$ cat src/bcd_port_pkg.sv
// constants, register map and state types for the bcd reading output port
package bcd_port_pkg;

  // ------------------------------------------------------------------
  // reading layout
  // ------------------------------------------------------------------
  localparam int DIGITS  = 5;
  localparam int NIBBLE  = 4;
  localparam int DIGIT_W = DIGITS * NIBBLE;

  // ------------------------------------------------------------------
  // timing
  // ------------------------------------------------------------------
  localparam int CLOCK_PERIOD_NS   = 50;
  localparam int STROBE_LOW_NS     = 3500000;
  localparam int STROBE_LOW_CYCLES = STROBE_LOW_NS / CLOCK_PERIOD_NS;
  localparam int CONT_HIGH_NS      = 1000;
  localparam int CONT_HIGH_CYCLES  = CONT_HIGH_NS / CLOCK_PERIOD_NS;
  localparam int CNT_W             = 24;
  localparam int CONT_W            = 8;
  localparam int TOTAL_W           = 16;

  // ------------------------------------------------------------------
  // register map (byte addresses)
  // ------------------------------------------------------------------
  localparam int ADDR_W = 8;
  localparam logic [ADDR_W-1:0] OFS_CTRL       = 8'h00;
  localparam logic [ADDR_W-1:0] OFS_STATUS     = 8'h04;
  localparam logic [ADDR_W-1:0] OFS_IRQ_STATUS = 8'h08;
  localparam logic [ADDR_W-1:0] OFS_IRQ_MASK   = 8'h0c;
  localparam logic [ADDR_W-1:0] OFS_READING    = 8'h10;
  localparam logic [ADDR_W-1:0] OFS_STROBES    = 8'h14;

  localparam int CTRL_EXT_RES = 0;
  localparam int CTRL_SW_REQ  = 1;

  localparam int IRQ_W      = 4;
  localparam int IRQ_CONV   = 0;
  localparam int IRQ_STROBE = 1;
  localparam int IRQ_REQ    = 2;
  localparam int IRQ_HOLD   = 3;

  localparam logic [1:0] RESP_OKAY   = 2'h0;
  localparam logic [1:0] RESP_SLVERR = 2'h2;

  // ------------------------------------------------------------------
  // types
  // ------------------------------------------------------------------
  typedef struct packed {
    logic               sign;
    logic               overload;
    logic [DIGIT_W-1:0] digits;
  } reading_s;

  typedef struct packed {
    logic               req_sync1;
    logic               req_sync2;
    logic               req_prev;
    logic               hold_sync1;
    logic               hold_sync2;
    logic               held;
    logic               pending;
    logic               strobe_n;
    logic [CNT_W-1:0]   strobe_cnt;
    logic               cont_line;
    logic [CONT_W-1:0]  cont_cnt;
    reading_s           shown;
    logic               ext_res;
    logic [IRQ_W-1:0]   irq_status;
    logic [IRQ_W-1:0]   irq_mask;
    logic [TOTAL_W-1:0] strobe_total;
    logic               aw_got;
    logic [ADDR_W-1:0]  aw_addr;
    logic               w_got;
    logic [31:0]        w_data;
    logic [3:0]         w_strb;
    logic               bvalid;
    logic [1:0]         bresp;
    logic               rvalid;
    logic [31:0]        rdata;
    logic [1:0]         rresp;
  } port_state_s;

endpackage

$ cat src/bcd_reading_output_port.sv
// bcd reading output port with strobe, request, hold and axi4-lite registers
//
// Chosen here: the AXI4-Lite register port and the register addresses.
`timescale 1ns/100ps

module bcd_reading_output_port
  import bcd_port_pkg::*;
#(
  parameter int STROBE_CYCLES = STROBE_LOW_CYCLES
)
(
  input  wire logic               clock,
  input  wire logic               rst,
  input  wire logic               data_request_input,
  input  wire logic               hold_n,
  input  wire logic               conversion_done,
  input  wire reading_s           conversion_reading,
  output logic                    convert_enable,
  output logic [DIGIT_W-1:0]      digit_out,
  output logic                    sign_out,
  output logic                    overload_out,
  output logic                    data_valid_strobe,
  output logic                    continuous_output_line,
  output logic                    irq,
  input  wire logic [ADDR_W-1:0]  s_axi_awaddr,
  input  wire logic               s_axi_awvalid,
  output logic                    s_axi_awready,
  input  wire logic [31:0]        s_axi_wdata,
  input  wire logic [3:0]         s_axi_wstrb,
  input  wire logic               s_axi_wvalid,
  output logic                    s_axi_wready,
  output logic [1:0]              s_axi_bresp,
  output logic                    s_axi_bvalid,
  input  wire logic               s_axi_bready,
  input  wire logic [ADDR_W-1:0]  s_axi_araddr,
  input  wire logic               s_axi_arvalid,
  output logic                    s_axi_arready,
  output logic [31:0]             s_axi_rdata,
  output logic [1:0]              s_axi_rresp,
  output logic                    s_axi_rvalid,
  input  wire logic               s_axi_rready
);

  localparam logic [CNT_W-1:0] STROBE_LAST = CNT_W'(STROBE_CYCLES - 1);
  localparam logic [CONT_W-1:0] CONT_LOAD  = CONT_W'(CONT_HIGH_CYCLES);
  localparam int               TOP_LSB     = DIGIT_W - NIBBLE;

  port_state_s cur;
  port_state_s next_state;

  logic             req_edge;
  logic             conv_taken;
  logic             strobe_start;
  logic             do_write;
  logic [IRQ_W-1:0] irq_event;
  logic [IRQ_W-1:0] irq_clear;

  // ------------------------------------------------------------------
  // outputs
  // ------------------------------------------------------------------
  assign convert_enable         = ~cur.held;
  assign digit_out              = cur.shown.digits;
  assign sign_out               = cur.shown.sign;
  assign overload_out           = cur.shown.overload;
  assign data_valid_strobe      = cur.strobe_n;
  assign continuous_output_line = cur.cont_line;
  assign irq                    = |(cur.irq_status & cur.irq_mask);
  assign s_axi_awready          = ~cur.aw_got & ~cur.bvalid;
  assign s_axi_wready           = ~cur.w_got & ~cur.bvalid;
  assign s_axi_bvalid           = cur.bvalid;
  assign s_axi_bresp            = cur.bresp;
  assign s_axi_arready          = ~cur.rvalid;
  assign s_axi_rvalid           = cur.rvalid;
  assign s_axi_rdata            = cur.rdata;
  assign s_axi_rresp            = cur.rresp;

  // ------------------------------------------------------------------
  // next state
  // ------------------------------------------------------------------
  always_comb
  begin
    next_state = cur;

    // the request and hold pins pass two flops before any logic looks at them
    next_state.req_sync1  = data_request_input;
    next_state.req_sync2  = cur.req_sync1;
    next_state.req_prev   = cur.req_sync2;
    next_state.hold_sync1 = hold_n;
    next_state.hold_sync2 = cur.hold_sync1;
    next_state.held       = ~cur.hold_sync2;

    do_write = cur.aw_got & cur.w_got & ~cur.bvalid;

    // a level that stays high yields one edge only; software may also request
    req_edge = (cur.req_sync2 & ~cur.req_prev)
             | (do_write & (cur.aw_addr == OFS_CTRL) & cur.w_strb[0]
                & cur.w_data[CTRL_SW_REQ]);
    conv_taken   = conversion_done & ~cur.held;
    strobe_start = conv_taken & cur.pending & cur.strobe_n & cur.hold_sync2;

    // conversions announce themselves so that the line can feed the request pin
    if (conv_taken)
    begin
      next_state.cont_line = 1'b1;
      next_state.cont_cnt  = CONT_LOAD;
    end
    else if (cur.cont_cnt != '0)
    begin
      next_state.cont_cnt  = cur.cont_cnt - CONT_W'(1);
      next_state.cont_line = (cur.cont_cnt != CONT_W'(1));
    end
    else
    begin
      next_state.cont_line = 1'b0;
    end

    // held drops requests; an edge landing in the issuing cycle survives
    next_state.pending = cur.held ? 1'b0
                       : ((cur.pending & ~strobe_start) | req_edge);
    // the strobe parks high on the very edge that raises held, aborting a pulse
    if (next_state.held)
    begin
      next_state.strobe_n   = 1'b1;
      next_state.strobe_cnt = '0;
    end
    else if (strobe_start)
    begin
      // outputs load on the edge the strobe goes low; clearing ext_res also blanks the top digit at once
      next_state.strobe_n     = 1'b0;
      next_state.strobe_cnt   = '0;
      next_state.shown        = conversion_reading;
      next_state.strobe_total = cur.strobe_total + TOTAL_W'(1);
    end
    else if (!cur.strobe_n)
    begin
      next_state.strobe_cnt = cur.strobe_cnt + CNT_W'(1);
      if (cur.strobe_cnt == STROBE_LAST)
      begin
        next_state.strobe_n = 1'b1;
      end
    end

    // ---------------- axi4-lite write ----------------
    if (s_axi_awvalid && s_axi_awready)
    begin
      next_state.aw_got  = 1'b1;
      next_state.aw_addr = s_axi_awaddr;
    end
    if (s_axi_wvalid && s_axi_wready)
    begin
      next_state.w_got  = 1'b1;
      next_state.w_data = s_axi_wdata;
      next_state.w_strb = s_axi_wstrb;
    end
    irq_clear = '0;
    if (do_write)
    begin
      next_state.aw_got = 1'b0;
      next_state.w_got  = 1'b0;
      next_state.bvalid = 1'b1;
      next_state.bresp  = RESP_OKAY;
      case (cur.aw_addr)
        OFS_CTRL:
        begin
          if (cur.w_strb[0])
          begin
            next_state.ext_res = cur.w_data[CTRL_EXT_RES];
          end
        end
        OFS_IRQ_STATUS:
        begin
          if (cur.w_strb[0])
          begin
            irq_clear = cur.w_data[IRQ_W-1:0];
          end
        end
        OFS_IRQ_MASK:
        begin
          if (cur.w_strb[0])
          begin
            next_state.irq_mask = cur.w_data[IRQ_W-1:0];
          end
        end
        OFS_STATUS, OFS_READING, OFS_STROBES:
        begin
          next_state.bresp = RESP_OKAY;
        end
        default:
        begin
          next_state.bresp = RESP_SLVERR;
        end
      endcase
    end
    else if (cur.bvalid && s_axi_bready)
    begin
      next_state.bvalid = 1'b0;
    end

    // standard resolution leaves the top digit terminals dead
    if (!next_state.ext_res)
    begin
      next_state.shown.digits[DIGIT_W-1:TOP_LSB] = '0;
    end

    // sticky events: a new event beats a clear in the same cycle
    irq_event             = '0;
    irq_event[IRQ_CONV]   = conv_taken;
    irq_event[IRQ_STROBE] = strobe_start;
    irq_event[IRQ_REQ]    = req_edge & ~cur.held;
    irq_event[IRQ_HOLD]   = ~cur.hold_sync2 & ~cur.held;
    next_state.irq_status = (cur.irq_status & ~irq_clear) | irq_event;

    // ---------------- axi4-lite read ----------------
    if (s_axi_arvalid && s_axi_arready)
    begin
      next_state.rvalid = 1'b1;
      next_state.rresp  = RESP_OKAY;
      next_state.rdata  = '0;
      case (s_axi_araddr)
        OFS_CTRL:       next_state.rdata[CTRL_EXT_RES] = cur.ext_res;
        OFS_STATUS:     next_state.rdata[5:0] = {cur.held, cur.pending, ~cur.strobe_n,
                                                 cur.cont_line, cur.shown.sign,
                                                 cur.shown.overload};
        OFS_IRQ_STATUS: next_state.rdata[IRQ_W-1:0] = cur.irq_status;
        OFS_IRQ_MASK:   next_state.rdata[IRQ_W-1:0] = cur.irq_mask;
        OFS_READING:    next_state.rdata[DIGIT_W+1:0] = cur.shown;
        OFS_STROBES:    next_state.rdata[TOTAL_W-1:0] = cur.strobe_total;
        default:        next_state.rresp = RESP_SLVERR;
      endcase
    end
    else if (cur.rvalid && s_axi_rready)
    begin
      next_state.rvalid = 1'b0;
    end
  end

  // ------------------------------------------------------------------
  // state register
  // ------------------------------------------------------------------
  always_ff @(posedge clock)
  begin
    if (rst)
    begin
      cur            <= '0;
      cur.hold_sync1 <= 1'b1;
      cur.hold_sync2 <= 1'b1;
      cur.strobe_n   <= 1'b1;
    end
    else
    begin
      cur <= next_state;
    end
  end

  // ------------------------------------------------------------------
  // assertions
  // ------------------------------------------------------------------
  // low_run counts cycles of the current strobe pulse
  logic [CNT_W-1:0] low_run;

  always_ff @(posedge clock)
  begin
    if (rst || cur.strobe_n)
    begin
      low_run <= '0;
    end
    else
    begin
      low_run <= low_run + CNT_W'(1);
    end
  end
endmodule

$ cat config.mk
export PLATFORM = sky130hd
export DESIGN_NAME = bcd_reading_output_port
export DESIGN_NICKNAME = d
export VERILOG_FILES = /design/src/bcd_port_pkg.sv /design/src/bcd_reading_output_port.sv
export SDC_FILE = /design/constraint.sdc
export NUM_CORES = 1
export LEC_CHECK = 0
export ABC_AREA = 1
export BUFFER_PORTS_ARGS = -buffer_cell sky130_fd_sc_hd__buf_2
export CORE_MARGIN = 3
export CORE_UTILIZATION = 35
export CTS_CLUSTER_SIZE = 8
export DETAILED_ROUTE_END_ITERATION = 10
export PLACE_DENSITY_LB_ADDON = 0.25
export REMOVE_ABC_BUFFERS = 1
export SYNTH_ARGS = -nofsm -noshare
export SYNTH_HDL_FRONTEND = slang
export SYNTH_SLANG_ARGS = --single-unit
$ cat constraint.sdc
create_clock -name clock -period 2.2 [get_ports clock]
set_clock_uncertainty 0.15 [all_clocks]
set_input_delay 0.44 -clock clock [delete_from_list [all_inputs] [get_ports clock]]
set_output_delay 0.44 -clock clock [all_outputs]
set_load 0.03 [all_outputs]
==> impl_metrics.csv <==
group,metric,value,unit
clock_network,cts_tree,"yes",
drt,viasPerCell,4.61,
critical_path,cpPeakStageDelay,0.37,ns
synthesis,ys.flop_type,"dfxtp_1",
timing,setup_tns,0,ns
power,vdd_drop_max,0.472,mV
layout,final_area,0.00739,mm²
critical_path,crit_path_end_kind,"flip-flop",
drt,post_drt_wl_per_cell,12.7,µm
timing,setup_viol,0,
floorplanning,die_w,141,µm
clock_network,htree_num_levels,4,
clock_network,cts.repair.resized,0,
timing,rsz0062_at_grt,"no",
critical_path,cp_cell_sequence,"inv_1 -> nand2_2 -> nor2_4 -> inv_2 -> nand2_2 -> inv_2 -> o21ai_0 -> a21oi_1",
clock_network,cts_setup_buffers,0,
placed_design,hpwl,11.4,mm
clock_network,clock_path_buffers,2,
timing,fin_crit_sh,85.3,%
clock_network,clk_pin_slew,0.06,ns
critical_path,critPathMaxFanout,19,
critical_path,worstPathArrival,2.08,ns
drt,route.detailed.drc,0,
drt,detail-route-antenna-nets,0,
floorplanning,start_util,36.3,%
power,p_total,6.05,mW
clock_network,root_buffer,"clkbuf_16",
clock_network,clock_latency,0.42,ns
critical_path,cp_top_family,"buffers and inverters",
floorplanning,num_rows,48,
critical_path,slowest_stage,"dfxtp_1",
timing,slew_viol_final,0,
grt,grt_pass1_vias,5494,
floorplanning,io_pins,151,
layout,utilization,42.0,%
clock_network,numCtsBuffers,17,
grt,overflow,0,
clock_network,cts.sinks,129,
placed_design,place_area,0.00680,mm²
floorplanning,dieArea,0.0199,mm²
synthesis,synth-async-reset-ratio,0,%
critical_path,criticalPathCategory,"reg -> reg",
synthesis,synth-seq-cells,129,
timing,min_period,1.88,ns
synthesis,synth_area,0.00639,mm²
floorplanning,core,0.0176,mm²
drt,drt_pass1_iterations,5,
grt,grt_pass1_wl,26.3,mm
critical_path,cp.buffers_inverters,3,
layout,area_delta_synth_final,15.7,%
clock_network,cts_hold_buf,0,
power,p_per_area,818,mW/mm²
worst_hold_path,holdCritPathClass,"in -> reg",
synthesis,yosysUniqueCellTypes,36,
power,leakage,3.27,nW
timing,final_hold_viol_count,0,
drt,num_vias,5675,
grt,grt_usage,16.3,%
critical_path,required,2.40,ns
synthesis,netlist_instances,925,
synthesis,synth-seq-area-share,40.4,%
grt,antenna_found_initial,2,
critical_path,crit_path_start_kind,"flip-flop",
outcome,outcome,"completed",
synthesis,yosysTopAreaCell,"dfxtp_1",
floorplanning,die_y,141,µm
layout,largest_reg_flops,79,
synthesis,synth_edf_count,0,
drt,wirelength,15.7,mm
synthesis,ys_warn_count,0,
drt,drt_iter0_drc,230,
layout,final_layout_size_suffix_gt1_share,18.0,%
job,max-cap-violations,0,
layout,largest_register,"cur",
synthesis,avgSynthCellArea,6.91,µm²
timing,max_freq,533,MHz
layout,fin_nets,1082,
synthesis,netlist.area_leader.share,40.4,%
grt,grt_start_max_net_pins,52,
placed_design,io_buffer_count,107,
synthesis,yosys-top-cells-area,"dfxtp_1 40%, nand2_1 9.6%, nor2_1 9.3%",
synthesis,yosysMostFrequentCell,"nand2_1",
layout,diodes,0,
synthesis,synthTopCellsByCount,"163 x nand2_1, 159 x nor2_1, 129 x dfxtp_1",
placed_design,globalplace.congestion,0.851,
-- cells by family (layout without fill, tap and decap cells) --
logic type	after synthesis	count (layout)	share of synthesized area [%]
AOI/OAI and AO/OA	146	146	11.7
xor gates and xnor gates	8	8	1.10
adders and majority gates	5	5	0.979
buffers and inverters	182	252	14.6
DFF	129	129	40.4
other	1	12	0.0587
and+or+nand+nor	454	454	31.1
-- power by group --
| part | switching [mW] | total (mW) | leakage [nW] | internal, mW |
|---|---|---|---|---|
| Sequential | 0.0753 | 2.52 | 1.05 | 2.44 |
| Combinational | 0.460 | 0.681 | 1.94 | 0.222 |
| Clock | 1.13 | 2.85 | 0.279 | 1.72 |
| Total | 1.66 | 6.05 | 3.27 | 4.39 |
-- per-stage QoR --
step           worst slack, ns  hold WS [ns]  instances
5_1_grt                 0.0528        0.0533       1231
3_5_place_dp             0.207         0.242       1199
2_1_floorplan          -0.0169         0.238        853
6_report                 0.323        0.0661       1231
4_1_cts                  0.255        0.0446       1231
3_3_place_gp             0.226         0.242       1199
-- cell usage in the layout (no fill, tap or decap), types with 8 or more instances in the layout --
cell	n
a21oi_1	72
buf_2	107
buf_4	13
clkbuf_16	17
conb_1	12
dfxtp_1	129
inv_1	94
nand2_1	163
nand3_1	69
nand4_1	20
nor2_1	159
nor2_2	8
nor3_1	10
o21ai_0	67
-- layout make-up --
class                           count  area (µm²)
Tap cell                          225         282
Fill cell                        1867       10200
Timing Repair Buffer              121         653
Clock inverter                     13         150
Multi-Input combinational cell    625        2910
Clock buffer                       19         443
Inverter                           99         372
Sequential cell                   129        2580
-- final timing paths --
check                              start        to  slack (ns)  cells after the start
worst min-delay path              hold_n  cur[168]        0.07                      2
worst max register to register  cur[166]  cur[146]        0.32                      8
worst min register to register  cur[171]  cur[170]        0.25                      2
worst max-delay path            cur[166]  cur[146]        0.32                      8
-- metal layers --
metal  wire [µm]  up-vias  global-route usage, %
met5          28        -                      0
met4         254        4                   5.76
met3        1010       22                   5.46
met2        6820      116                   25.2
met1        7540     2489                   21.3
li1            -     3044                      -
-- worst register-to-register path: cells and delay by family, from the launching register on --
family / cells / cell delay, ns
AND/OR/NAND/NOR: 3 / 0.46
buffers and inverters: 3 / 0.61
AO/OA/AOI/OAI: 2 / 0.23
flip-flops: 1 / 0.37
No activity file was read; power rests on OpenSTA's default activity.
